<file path="src/logic/pfcs_cfg.svh">
// Offsets, bit positions and fixed values of the command/status pair.
// Assumes byte offsets within a 256-byte configuration space.
`ifndef PFCS_CFG_SVH
`define PFCS_CFG_SVH

// ---------------------------------------------------------------
// Offsets
// ---------------------------------------------------------------
`define PFCS_CMD_OFS 8'h04
`define PFCS_STS_OFS 8'h06

// ---------------------------------------------------------------
// Command bits
// ---------------------------------------------------------------
`define PFCS_CMD_IO 0
`define PFCS_CMD_MEM 1
`define PFCS_CMD_BME 2
`define PFCS_CMD_SPC 3
`define PFCS_CMD_MWI 4
`define PFCS_CMD_VGA 5
`define PFCS_CMD_PERR 6
`define PFCS_CMD_STEP 7
`define PFCS_CMD_SERR 8
`define PFCS_CMD_FBB 9
`define PFCS_CMD_INTD 10
`define PFCS_CMD_WMASK 16'h0556
`define PFCS_CMD_RST 16'h0000

// ---------------------------------------------------------------
// Status bits
// ---------------------------------------------------------------
`define PFCS_STS_INT 3
`define PFCS_STS_DPR 8
`define PFCS_STS_STA 11
`define PFCS_STS_RTA 12
`define PFCS_STS_RMA 13
`define PFCS_STS_SSE 14
`define PFCS_STS_DPE 15
`define PFCS_STS_W1C 16'hf900
`define PFCS_STS_FIXED 16'h0230
`define PFCS_DEVSEL_MED 2'h1
`define PFCS_STS_RST 16'h0000

`endif

</file>
<file path="src/logic/pfcs_pkg.sv">
// Types shared by the command/status register bank.
// Assumes the bit layout of pfcs_cfg.svh.
package pfcs_pkg;

   // ------------------------------------------------------------
   // Whole state of the bank
   // ------------------------------------------------------------
   typedef struct packed {
      logic [15:0] cmd;
      logic [15:0] sts;
      logic int_pend;
      logic intx;
      logic serr;
      logic perr;
      logic rvalid;
      logic [31:0] rdata;
   } pfcs_state_t;

endpackage

</file>
<file path="src/logic/pfcs_regs.sv">
// Command and status registers of a PCI function, with the gating
// they apply to the function's bus behaviour.
// Assumes config cycles arrive decoded, one dword, on ref_clk.
//
// How it works
// - command bits 15 to 11 read zero and ignore writes.
// - interrupt mask bit set blocks interrupt output; resets to zero.
// - no fast back-to-back; its command bit reads zero.
// - system error output only when enabled, after address parity error.
// - no stepping; stepping control bit hardwired zero.
// - parity error output only while parity response enabled.
// - no palette snooping; its enable bit reads zero.
// - invalidate-write bit selects write-and-invalidate commands as master.
// - special cycles ignored; special cycle bit reads zero.
// - master cycles only while bus master enable is set.
// - memory cycles claimed only while memory response enable set.
// - no I/O space decode; I/O enable bit reads zero.
// - detected parity status set on address or data parity error.
// - signaled system error status set when system error driven.
// - received master abort status set on master abort.
// - received target abort status set on target abort of our cycle.
// - signaled target abort status set when we target-abort.
// - select timing field reads medium; select asserted at medium.
// - data parity reported set on parity seen as master, enabled.
// - fast clock capable and capability list bits read one.
// - interrupt pending follows source; output needs mask clear.
// - status bits 2 to 0 read zero.
`timescale 1ns/1ps
`include "pfcs_cfg.svh"

module pfcs_regs
   import pfcs_pkg::*;
(
   input wire logic ref_clk,
   input wire logic reset_n,
   input wire logic cfg_wr,
   input wire logic cfg_rd,
   input wire logic [7:0] cfg_addr,
   input wire logic [3:0] cfg_be,
   input wire logic [31:0] cfg_wdata,
   output logic [31:0] cfg_rdata,
   output logic cfg_rvalid,
   input wire logic addr_parity_err,
   input wire logic data_parity_err,
   input wire logic perr_observed,
   input wire logic master_active,
   input wire logic master_abort_evt,
   input wire logic target_abort_evt,
   input wire logic target_abort_sig_evt,
   input wire logic int_source,
   input wire logic master_req_in,
   input wire logic mem_hit,
   output logic master_req_out,
   output logic mem_claim,
   output logic use_mwi,
   output logic sys_error_out,
   output logic parity_error_out,
   output logic int_out,
   output logic [1:0] devsel_timing,
   output logic back_to_back_en,
   output logic stepping_ctl,
   output logic palette_snoop_en,
   output logic io_space_en,
   output logic mem_response_en,
   output logic bus_master_en,
   output logic invalidate_write_en,
   output logic parity_response_en,
   output logic sys_error_drive_en
);

   // ------------------------------------------------------------
   // State
   // ------------------------------------------------------------
   pfcs_state_t s_q;
   pfcs_state_t s_d;
   logic hit;
   logic [15:0] cmd_new;
   logic [15:0] clr;
   logic [15:0] set;
   logic [15:0] sts_view;

   // Both registers share dword 1; offset 0x06 is its upper half
   assign hit = (cfg_addr[7:2] == 6'(`PFCS_CMD_OFS >> 2));

   // ------------------------------------------------------------
   // Next state
   // ------------------------------------------------------------
   always_comb begin
      s_d = s_q;
      cmd_new = s_q.cmd;
      clr = 16'h0000;
      set = 16'h0000;
      if (cfg_wr && hit) begin
         if (cfg_be[0]) begin
            cmd_new[7:0] = cfg_wdata[7:0];
         end
         if (cfg_be[1]) begin
            cmd_new[15:8] = cfg_wdata[15:8];
         end
         if (cfg_be[2]) begin
            clr[7:0] = cfg_wdata[23:16];
         end
         if (cfg_be[3]) begin
            clr[15:8] = cfg_wdata[31:24];
         end
      end
      // Read-only and hardwired positions never store
      s_d.cmd = cmd_new & `PFCS_CMD_WMASK;

      set[`PFCS_STS_DPE] = addr_parity_err | data_parity_err;
      set[`PFCS_STS_SSE] = s_q.serr;
      set[`PFCS_STS_RMA] = master_abort_evt;
      set[`PFCS_STS_RTA] = target_abort_evt;
      set[`PFCS_STS_STA] = target_abort_sig_evt;
      set[`PFCS_STS_DPR] = perr_observed & master_active
         & s_q.cmd[`PFCS_CMD_PERR];
      // Set wins over a clear in the same cycle
      s_d.sts = ((s_q.sts & ~clr) | set) & `PFCS_STS_W1C;

      // Pending ignores the mask; only the pin is gated
      s_d.int_pend = int_source;
      s_d.intx = s_q.int_pend & ~s_q.cmd[`PFCS_CMD_INTD];
      s_d.serr = addr_parity_err & s_q.cmd[`PFCS_CMD_SERR];
      s_d.perr = data_parity_err & s_q.cmd[`PFCS_CMD_PERR];

      s_d.rvalid = cfg_rd;
      if (cfg_rd && hit) begin
         s_d.rdata = {sts_view, s_q.cmd};
      end else if (cfg_rd) begin
         s_d.rdata = 32'h0000_0000;
      end
   end

   // Fixed capability bits merged at read time
   always_comb begin
      sts_view = s_q.sts | `PFCS_STS_FIXED;
      sts_view[`PFCS_STS_INT] = s_q.int_pend;
   end

   // ------------------------------------------------------------
   // Register
   // ------------------------------------------------------------
   always_ff @(posedge ref_clk or negedge reset_n) begin
      if (!reset_n) begin
         s_q <= '0;
      end else begin
         s_q <= s_d;
      end
   end

   // ------------------------------------------------------------
   // Outputs
   // ------------------------------------------------------------
   assign cfg_rdata = s_q.rdata;
   assign cfg_rvalid = s_q.rvalid;
   assign mem_response_en = s_q.cmd[`PFCS_CMD_MEM];
   assign bus_master_en = s_q.cmd[`PFCS_CMD_BME];
   assign invalidate_write_en = s_q.cmd[`PFCS_CMD_MWI];
   assign parity_response_en = s_q.cmd[`PFCS_CMD_PERR];
   assign sys_error_drive_en = s_q.cmd[`PFCS_CMD_SERR];
   assign back_to_back_en = s_q.cmd[`PFCS_CMD_FBB];
   assign stepping_ctl = s_q.cmd[`PFCS_CMD_STEP];
   assign palette_snoop_en = s_q.cmd[`PFCS_CMD_VGA];
   assign io_space_en = s_q.cmd[`PFCS_CMD_IO];
   // Handshake gates stay combinational so no cycle is lost
   assign master_req_out = master_req_in & bus_master_en;
   assign mem_claim = mem_hit & mem_response_en;
   assign use_mwi = invalidate_write_en;
   assign sys_error_out = s_q.serr;
   assign parity_error_out = s_q.perr;
   assign int_out = s_q.intx;
   assign devsel_timing = `PFCS_DEVSEL_MED;

   // ------------------------------------------------------------
   // Checks
   // ------------------------------------------------------------
   a_rsvd_cmd_zero: assert property (
      @(posedge ref_clk) disable iff (!reset_n)
      cfg_rvalid |-> cfg_rdata[15:11] == 5'h00)
      else $error("reserved command bits not zero");

   a_int_mask_gate: assert property (
      @(posedge ref_clk) disable iff (!reset_n)
      $past(s_q.cmd[`PFCS_CMD_INTD]) |-> !int_out)
      else $error("interrupt asserted while masked");

   a_int_follow: assert property (
      @(posedge ref_clk) disable iff (!reset_n)
      (int_source && !s_q.cmd[`PFCS_CMD_INTD]) [*2] |=> int_out)
      else $error("interrupt not delivered");

   a_hardwired_zero: assert property (
      @(posedge ref_clk) disable iff (!reset_n)
      cfg_rvalid && $past(hit) |-> cfg_rdata[9] == 1'b0
         && cfg_rdata[7] == 1'b0 && cfg_rdata[5] == 1'b0
         && cfg_rdata[3] == 1'b0 && cfg_rdata[0] == 1'b0)
      else $error("hardwired command bit not zero");

   a_serr_gate: assert property (
      @(posedge ref_clk) disable iff (!reset_n)
      sys_error_out == $past(addr_parity_err && sys_error_drive_en))
      else $error("system error output wrong");

   a_perr_gate: assert property (
      @(posedge ref_clk) disable iff (!reset_n)
      parity_error_out == $past(data_parity_err && parity_response_en))
      else $error("parity error output wrong");

   a_dpe_set: assert property (
      @(posedge ref_clk) disable iff (!reset_n)
      (addr_parity_err || data_parity_err) |=> s_q.sts[`PFCS_STS_DPE])
      else $error("detected parity status not set");

   a_sse_set: assert property (
      @(posedge ref_clk) disable iff (!reset_n)
      sys_error_out |=> s_q.sts[`PFCS_STS_SSE])
      else $error("signaled system error not set");

   a_rma_set: assert property (
      @(posedge ref_clk) disable iff (!reset_n)
      master_abort_evt |=> s_q.sts[`PFCS_STS_RMA])
      else $error("master abort status not set");

   a_caps_fixed: assert property (
      @(posedge ref_clk) disable iff (!reset_n)
      cfg_rvalid && $past(hit) |-> cfg_rdata[26:25] == 2'h1
         && cfg_rdata[21:20] == 2'h3 && cfg_rdata[18:16] == 3'h0)
      else $error("fixed status fields wrong");

   a_w1c_clear: assert property (
      @(posedge ref_clk) disable iff (!reset_n)
      cfg_wr && hit && cfg_be[3] && cfg_wdata[31]
         && !addr_parity_err && !data_parity_err
      |=> !s_q.sts[`PFCS_STS_DPE])
      else $error("write one did not clear");

   a_cmd_hold: assert property (
      @(posedge ref_clk) disable iff (!reset_n)
      !(cfg_wr && hit) |=> $stable(s_q.cmd))
      else $error("command changed without write");

   a_cmd_write: assert property (
      @(posedge ref_clk) disable iff (!reset_n)
      cfg_wr && hit && cfg_be[1]
      |=> s_q.cmd[`PFCS_CMD_INTD] == $past(cfg_wdata[`PFCS_CMD_INTD]))
      else $error("interrupt mask write lost");

   a_rta_set: assert property (
      @(posedge ref_clk) disable iff (!reset_n)
      target_abort_evt |=> s_q.sts[`PFCS_STS_RTA])
      else $error("received target abort status not set");

   a_sta_set: assert property (
      @(posedge ref_clk) disable iff (!reset_n)
      target_abort_sig_evt |=> s_q.sts[`PFCS_STS_STA])
      else $error("signaled target abort status not set");

   a_dpr_set: assert property (
      @(posedge ref_clk) disable iff (!reset_n)
      perr_observed && master_active && parity_response_en
      |=> s_q.sts[`PFCS_STS_DPR])
      else $error("data parity reported not set");

   // Only our own master cycles may report data parity
   a_dpr_idle: assert property (
      @(posedge ref_clk) disable iff (!reset_n)
      !s_q.sts[`PFCS_STS_DPR] && !master_active
      |=> !s_q.sts[`PFCS_STS_DPR])
      else $error("data parity reported while not master");

   a_mwi_select: assert property (
      @(posedge ref_clk) disable iff (!reset_n)
      cfg_wr && hit && cfg_be[0]
      |=> use_mwi == $past(cfg_wdata[`PFCS_CMD_MWI]))
      else $error("write command kind not as programmed");

   a_mem_off: assert property (
      @(posedge ref_clk) disable iff (!reset_n)
      cfg_wr && hit && cfg_be[0] && !cfg_wdata[`PFCS_CMD_MEM]
      |=> !mem_claim)
      else $error("memory cycle claimed while disabled");

   a_master_off: assert property (
      @(posedge ref_clk) disable iff (!reset_n)
      cfg_wr && hit && cfg_be[0] && !cfg_wdata[`PFCS_CMD_BME]
      |=> !master_req_out)
      else $error("master cycle started while disabled");

   a_unused_zero: assert property (
      @(posedge ref_clk) disable iff (!reset_n)
      !io_space_en && !back_to_back_en && !stepping_ctl
         && !palette_snoop_en)
      else $error("unsupported feature enabled");

   a_sse_gate: assert property (
      @(posedge ref_clk) disable iff (!reset_n)
      !s_q.sts[`PFCS_STS_SSE] && !sys_error_out
      |=> !s_q.sts[`PFCS_STS_SSE])
      else $error("system error status set without driving");

   // Pending bit is one cycle behind the source, read one more
   a_pend_view: assert property (
      @(posedge ref_clk) disable iff (!reset_n)
      cfg_rvalid && $past(hit) |-> cfg_rdata[16 + `PFCS_STS_INT]
         == $past(int_source, 2))
      else $error("interrupt pending bit wrong");

endmodule
</file>
<file path="config.mk">
export PLATFORM = sky130hd
export DESIGN_NAME = pfcs_regs
export DESIGN_NICKNAME = d
export VERILOG_FILES = /design/src/logic/pfcs_pkg.sv /design/src/logic/pfcs_regs.sv
export VERILOG_INCLUDE_DIRS = /design/src /design/src/logic
export SDC_FILE = /design/constraint.sdc
export NUM_CORES = 1
export LEC_CHECK = 0
export ABC_AREA = 0
export ABC_CLOCK_PERIOD_IN_PS = 900
export CORE_MARGIN = 2
export CORE_UTILIZATION = 50
export DETAILED_ROUTE_END_ITERATION = 10
export DONT_BUFFER_PORTS = 1
export PLACE_DENSITY = 0.68
export SLEW_MARGIN = 20
export SYNTH_ARGS = -nofsm -noshare
export SYNTH_HDL_FRONTEND = slang
export SYNTH_SLANG_ARGS = --single-unit
</file>
<file path="constraint.sdc">
create_clock -name ref_clk -period 0.9 [get_ports ref_clk]
set_clock_uncertainty 0.1 [all_clocks]
set_input_delay 0.09 -clock ref_clk [delete_from_list [all_inputs] [get_ports ref_clk]]
set_output_delay 0.09 -clock ref_clk [all_outputs]
set_load 0.1 [all_outputs]
</file>
==> metrics.md <==
| Metric | Value |
|---|---|
| Worst-skew pair later-pin latency | `0.34 ns` |
| Placed cell count | `190` |
| Initial antenna violation count | `0` |
| Antenna Nets Post-Route | `0` |
| Maximum vdd drop | `1230 uV` |
| Leakage | `1.08 nW` |
| GR Overflow Total | `0` |
| Routed len/inst | `between 15 and 20 um` |
| WP data required | `0.71 ns` |
| Hold Buf Count CTS | `22` |
| Global-route wire length before repair | `5.42 mm` |
| Rows | `20` |
| Via density | `4.86` |
| Largest register FFs | `14` |
| Cell accounting for the most synthesized area | `dfrtp_1` |
| Layout cells sized above 1 | `0.421` |
| P&R area growth vs syn | `52.5%` |
| Worst Setup Start Kind | `flop` |
| Period minus WS final | `between 1 and 1.5 ns` |
| Unrepaired setup endpoints after global routing | `yes` |
| Final #Nets | `254` |
| Vias | `about 1.1k` |
| Netlist cell types | `22` |
| Clock Sinks | `31` |
| GRT Util Overall | `0.220` |
| Ys Warns | `0` |
| Setup TNS | `-9.73 ns` |
| Worst setup margin | `-0.417 ns` |
| Synthesized cell area | `roughly 1500 sq um` |
| Async S/R FF share, synth | `1.00` |
| Core Footprint | `2980 sq um` |
| Post-DP HPWL | `2.19 mm` |
| Hold path depth | `0` |
| Gpl congestion | `0.690` |
| ANT cells | `0` |
| CP max FO | `3` |
| # DRC | `0` |
| Tcrit/Tclk final | `1.46` |
| DRT Pass-1 Iters | `4` |
| Failing checks | `hold timing, setup timing` |
| Critical path arrival | `1.13 ns` |
| Sequential area share after synthesis | `0.504` |
| Post-synth top cells | `buf_4, dfrtp_1, inv_1` |
| EDFF count, synth | `0` |
| Final Max Tran Viols | `0` |
| I/O Pins | `108` |
| WS Path Type | `flop to output port` |
| Die X-Extent | `59.5 um` |
| Post-route insts no fill | `230` |
| Root Buffer | `clkbuf_4` |
| Cells on worst reg2reg path | `5` |
| Hold_ws | `-0.336 ns` |
| Port bufs | `0` |
| Vias in the first global route | `1129` |
| Synth top area share | `0.504` |
| Max cap viols | `0` |
| TritonCTS clock tree | `built` |
| Top cells by area, synth | `dfrtp_1, buf_4, o22ai_1` |
| Maximum buffer depth of the clock tree | `2` |
| Ys flop type | `dfrtp_1` |
| Die ar. | `3540 sq um` |
| DRT iter0 DRCs | `32` |
| Critical Path Sink Type | `output port` |
| Register bit count reported by yosys | `31` |
| Fmax | `between 700 and 800 MHz` |
| Outcome | `finished with violations` |
| Largest net degree at the start of global routing | `32` |
| Synthesized instance count | `155` |
| TritonCTS buffer count | `5` |
| Die H | `59.5 um` |
| Worst-path clk slew | `0.10 ns` |
| Final wirelength | `3.59 mm` |
| Power Density | `1620 nW/um^2` |
| Avg Inst Size Synth | `9.93 sq um` |
| Final setup violation count | `42` |
| Worst min path class | `input port to flop` |
| CTS H-Tree Depth | `2` |
| Starting Density | `0.517` |
| Final Hold Fails | `21` |
| Most common cell in the netlist | `buf_4` |
-- per-layer routing --
layer	up-vias	GRT usage	wire length [um]
li1	520	-	-
met1	531	0.234	1290
met2	57	0.374	1950
met3	9	0.0895	257
met4	0	0.107	80
met5	-	0	0
-- cell type report --
cell class | count | area [sq um]
multi-input cells | 81 | 536
clock buffers | 6 | 51.3
well taps | 33 | 41.3
fillers | 170 | 631
flip-flops and latches | 31 | 803
repair buffers | 58 | 810
clock inverters | 2 | 35.0
inverters | 19 | 71.3
-- kinds of logic (layout without fill, tap and decap cells) --
logic type             count (synthesis)  after routing  share of synthesized area
AO/OA/AOI/OAI                         21             21                     0.0846
buffers and inverters                 63             85                      0.250
flip-flops                            31             31                      0.504
multiplexers                           6              6                     0.0439
other                                  2             22                    0.00488
AND/OR/NAND/NOR                       32             32                      0.112
-- final timing paths --
check / end / startpoint / slack [ns]
min in group asynchronous: mem_response_en / reset_n / 0.07
min: cfg_rvalid / cfg_rd / -0.34
max reg2reg: cfg_rdata[2] / bus_master_en / -0.27
min reg2reg: int_out / s_q[36] / 0.40
max in group asynchronous: sys_error_out / reset_n / 0.45
max: bus_master_en / bus_master_en / -0.42
-- cell usage in the layout, fill, tap and decap left out, types with 5 or more instances in the layout --
cell,n
a31oi_1,5
buf_12,23
buf_4,6
buf_6,7
clkbuf_4,5
conb_1,22
dfrtp_1,21
dfrtp_4,6
dlygate4sd3_1,21
inv_1,16
nand2_1,8
nor2_1,5
o22ai_1,10
-- through the flow --
stage / hold slack [ns] / power [mW] / worst slack (ns) / utilization / area, sq um
detailed placement: -0.305 / 2.44 / -0.316 / 0.613 / 1830
global placement: -0.305 / 2.43 / -0.234 / 0.613 / 1830
floorplan: -0.306 / 2.40 / -0.280 / - / 1670
global route: -0.365 / 3.93 / -0.461 / 0.788 / 2350
finish: -0.336 / 3.81 / -0.417 / 0.788 / 2350
CTS: -0.342 / 3.78 / -0.421 / 0.766 / 2280
-- repair_timing --
| item | CTS | global route |
|---|---|---|
| endpoints found under the hold margin | 61 | 21 |
| pin swaps | 3 | 2 |
| setup buffers | 9 | 2 |
| setup endpoints to repair | 36 | 49 |
| resized for setup | 21 | 18 |
-- critical path, cell delays in order (launching register included) --
cell and delay, ns:
dfrtp_4 0.50, buf_6 0.13, buf_12 0.15
-- where the power goes --
group	leakage, nW	switching (mW)	internal, mW
logic	0.651	0.846	0.307
clock network	0.0482	0.499	0.656
registers	0.376	0.0481	1.45
No activity file was read; power rests on OpenSTA's default activity.
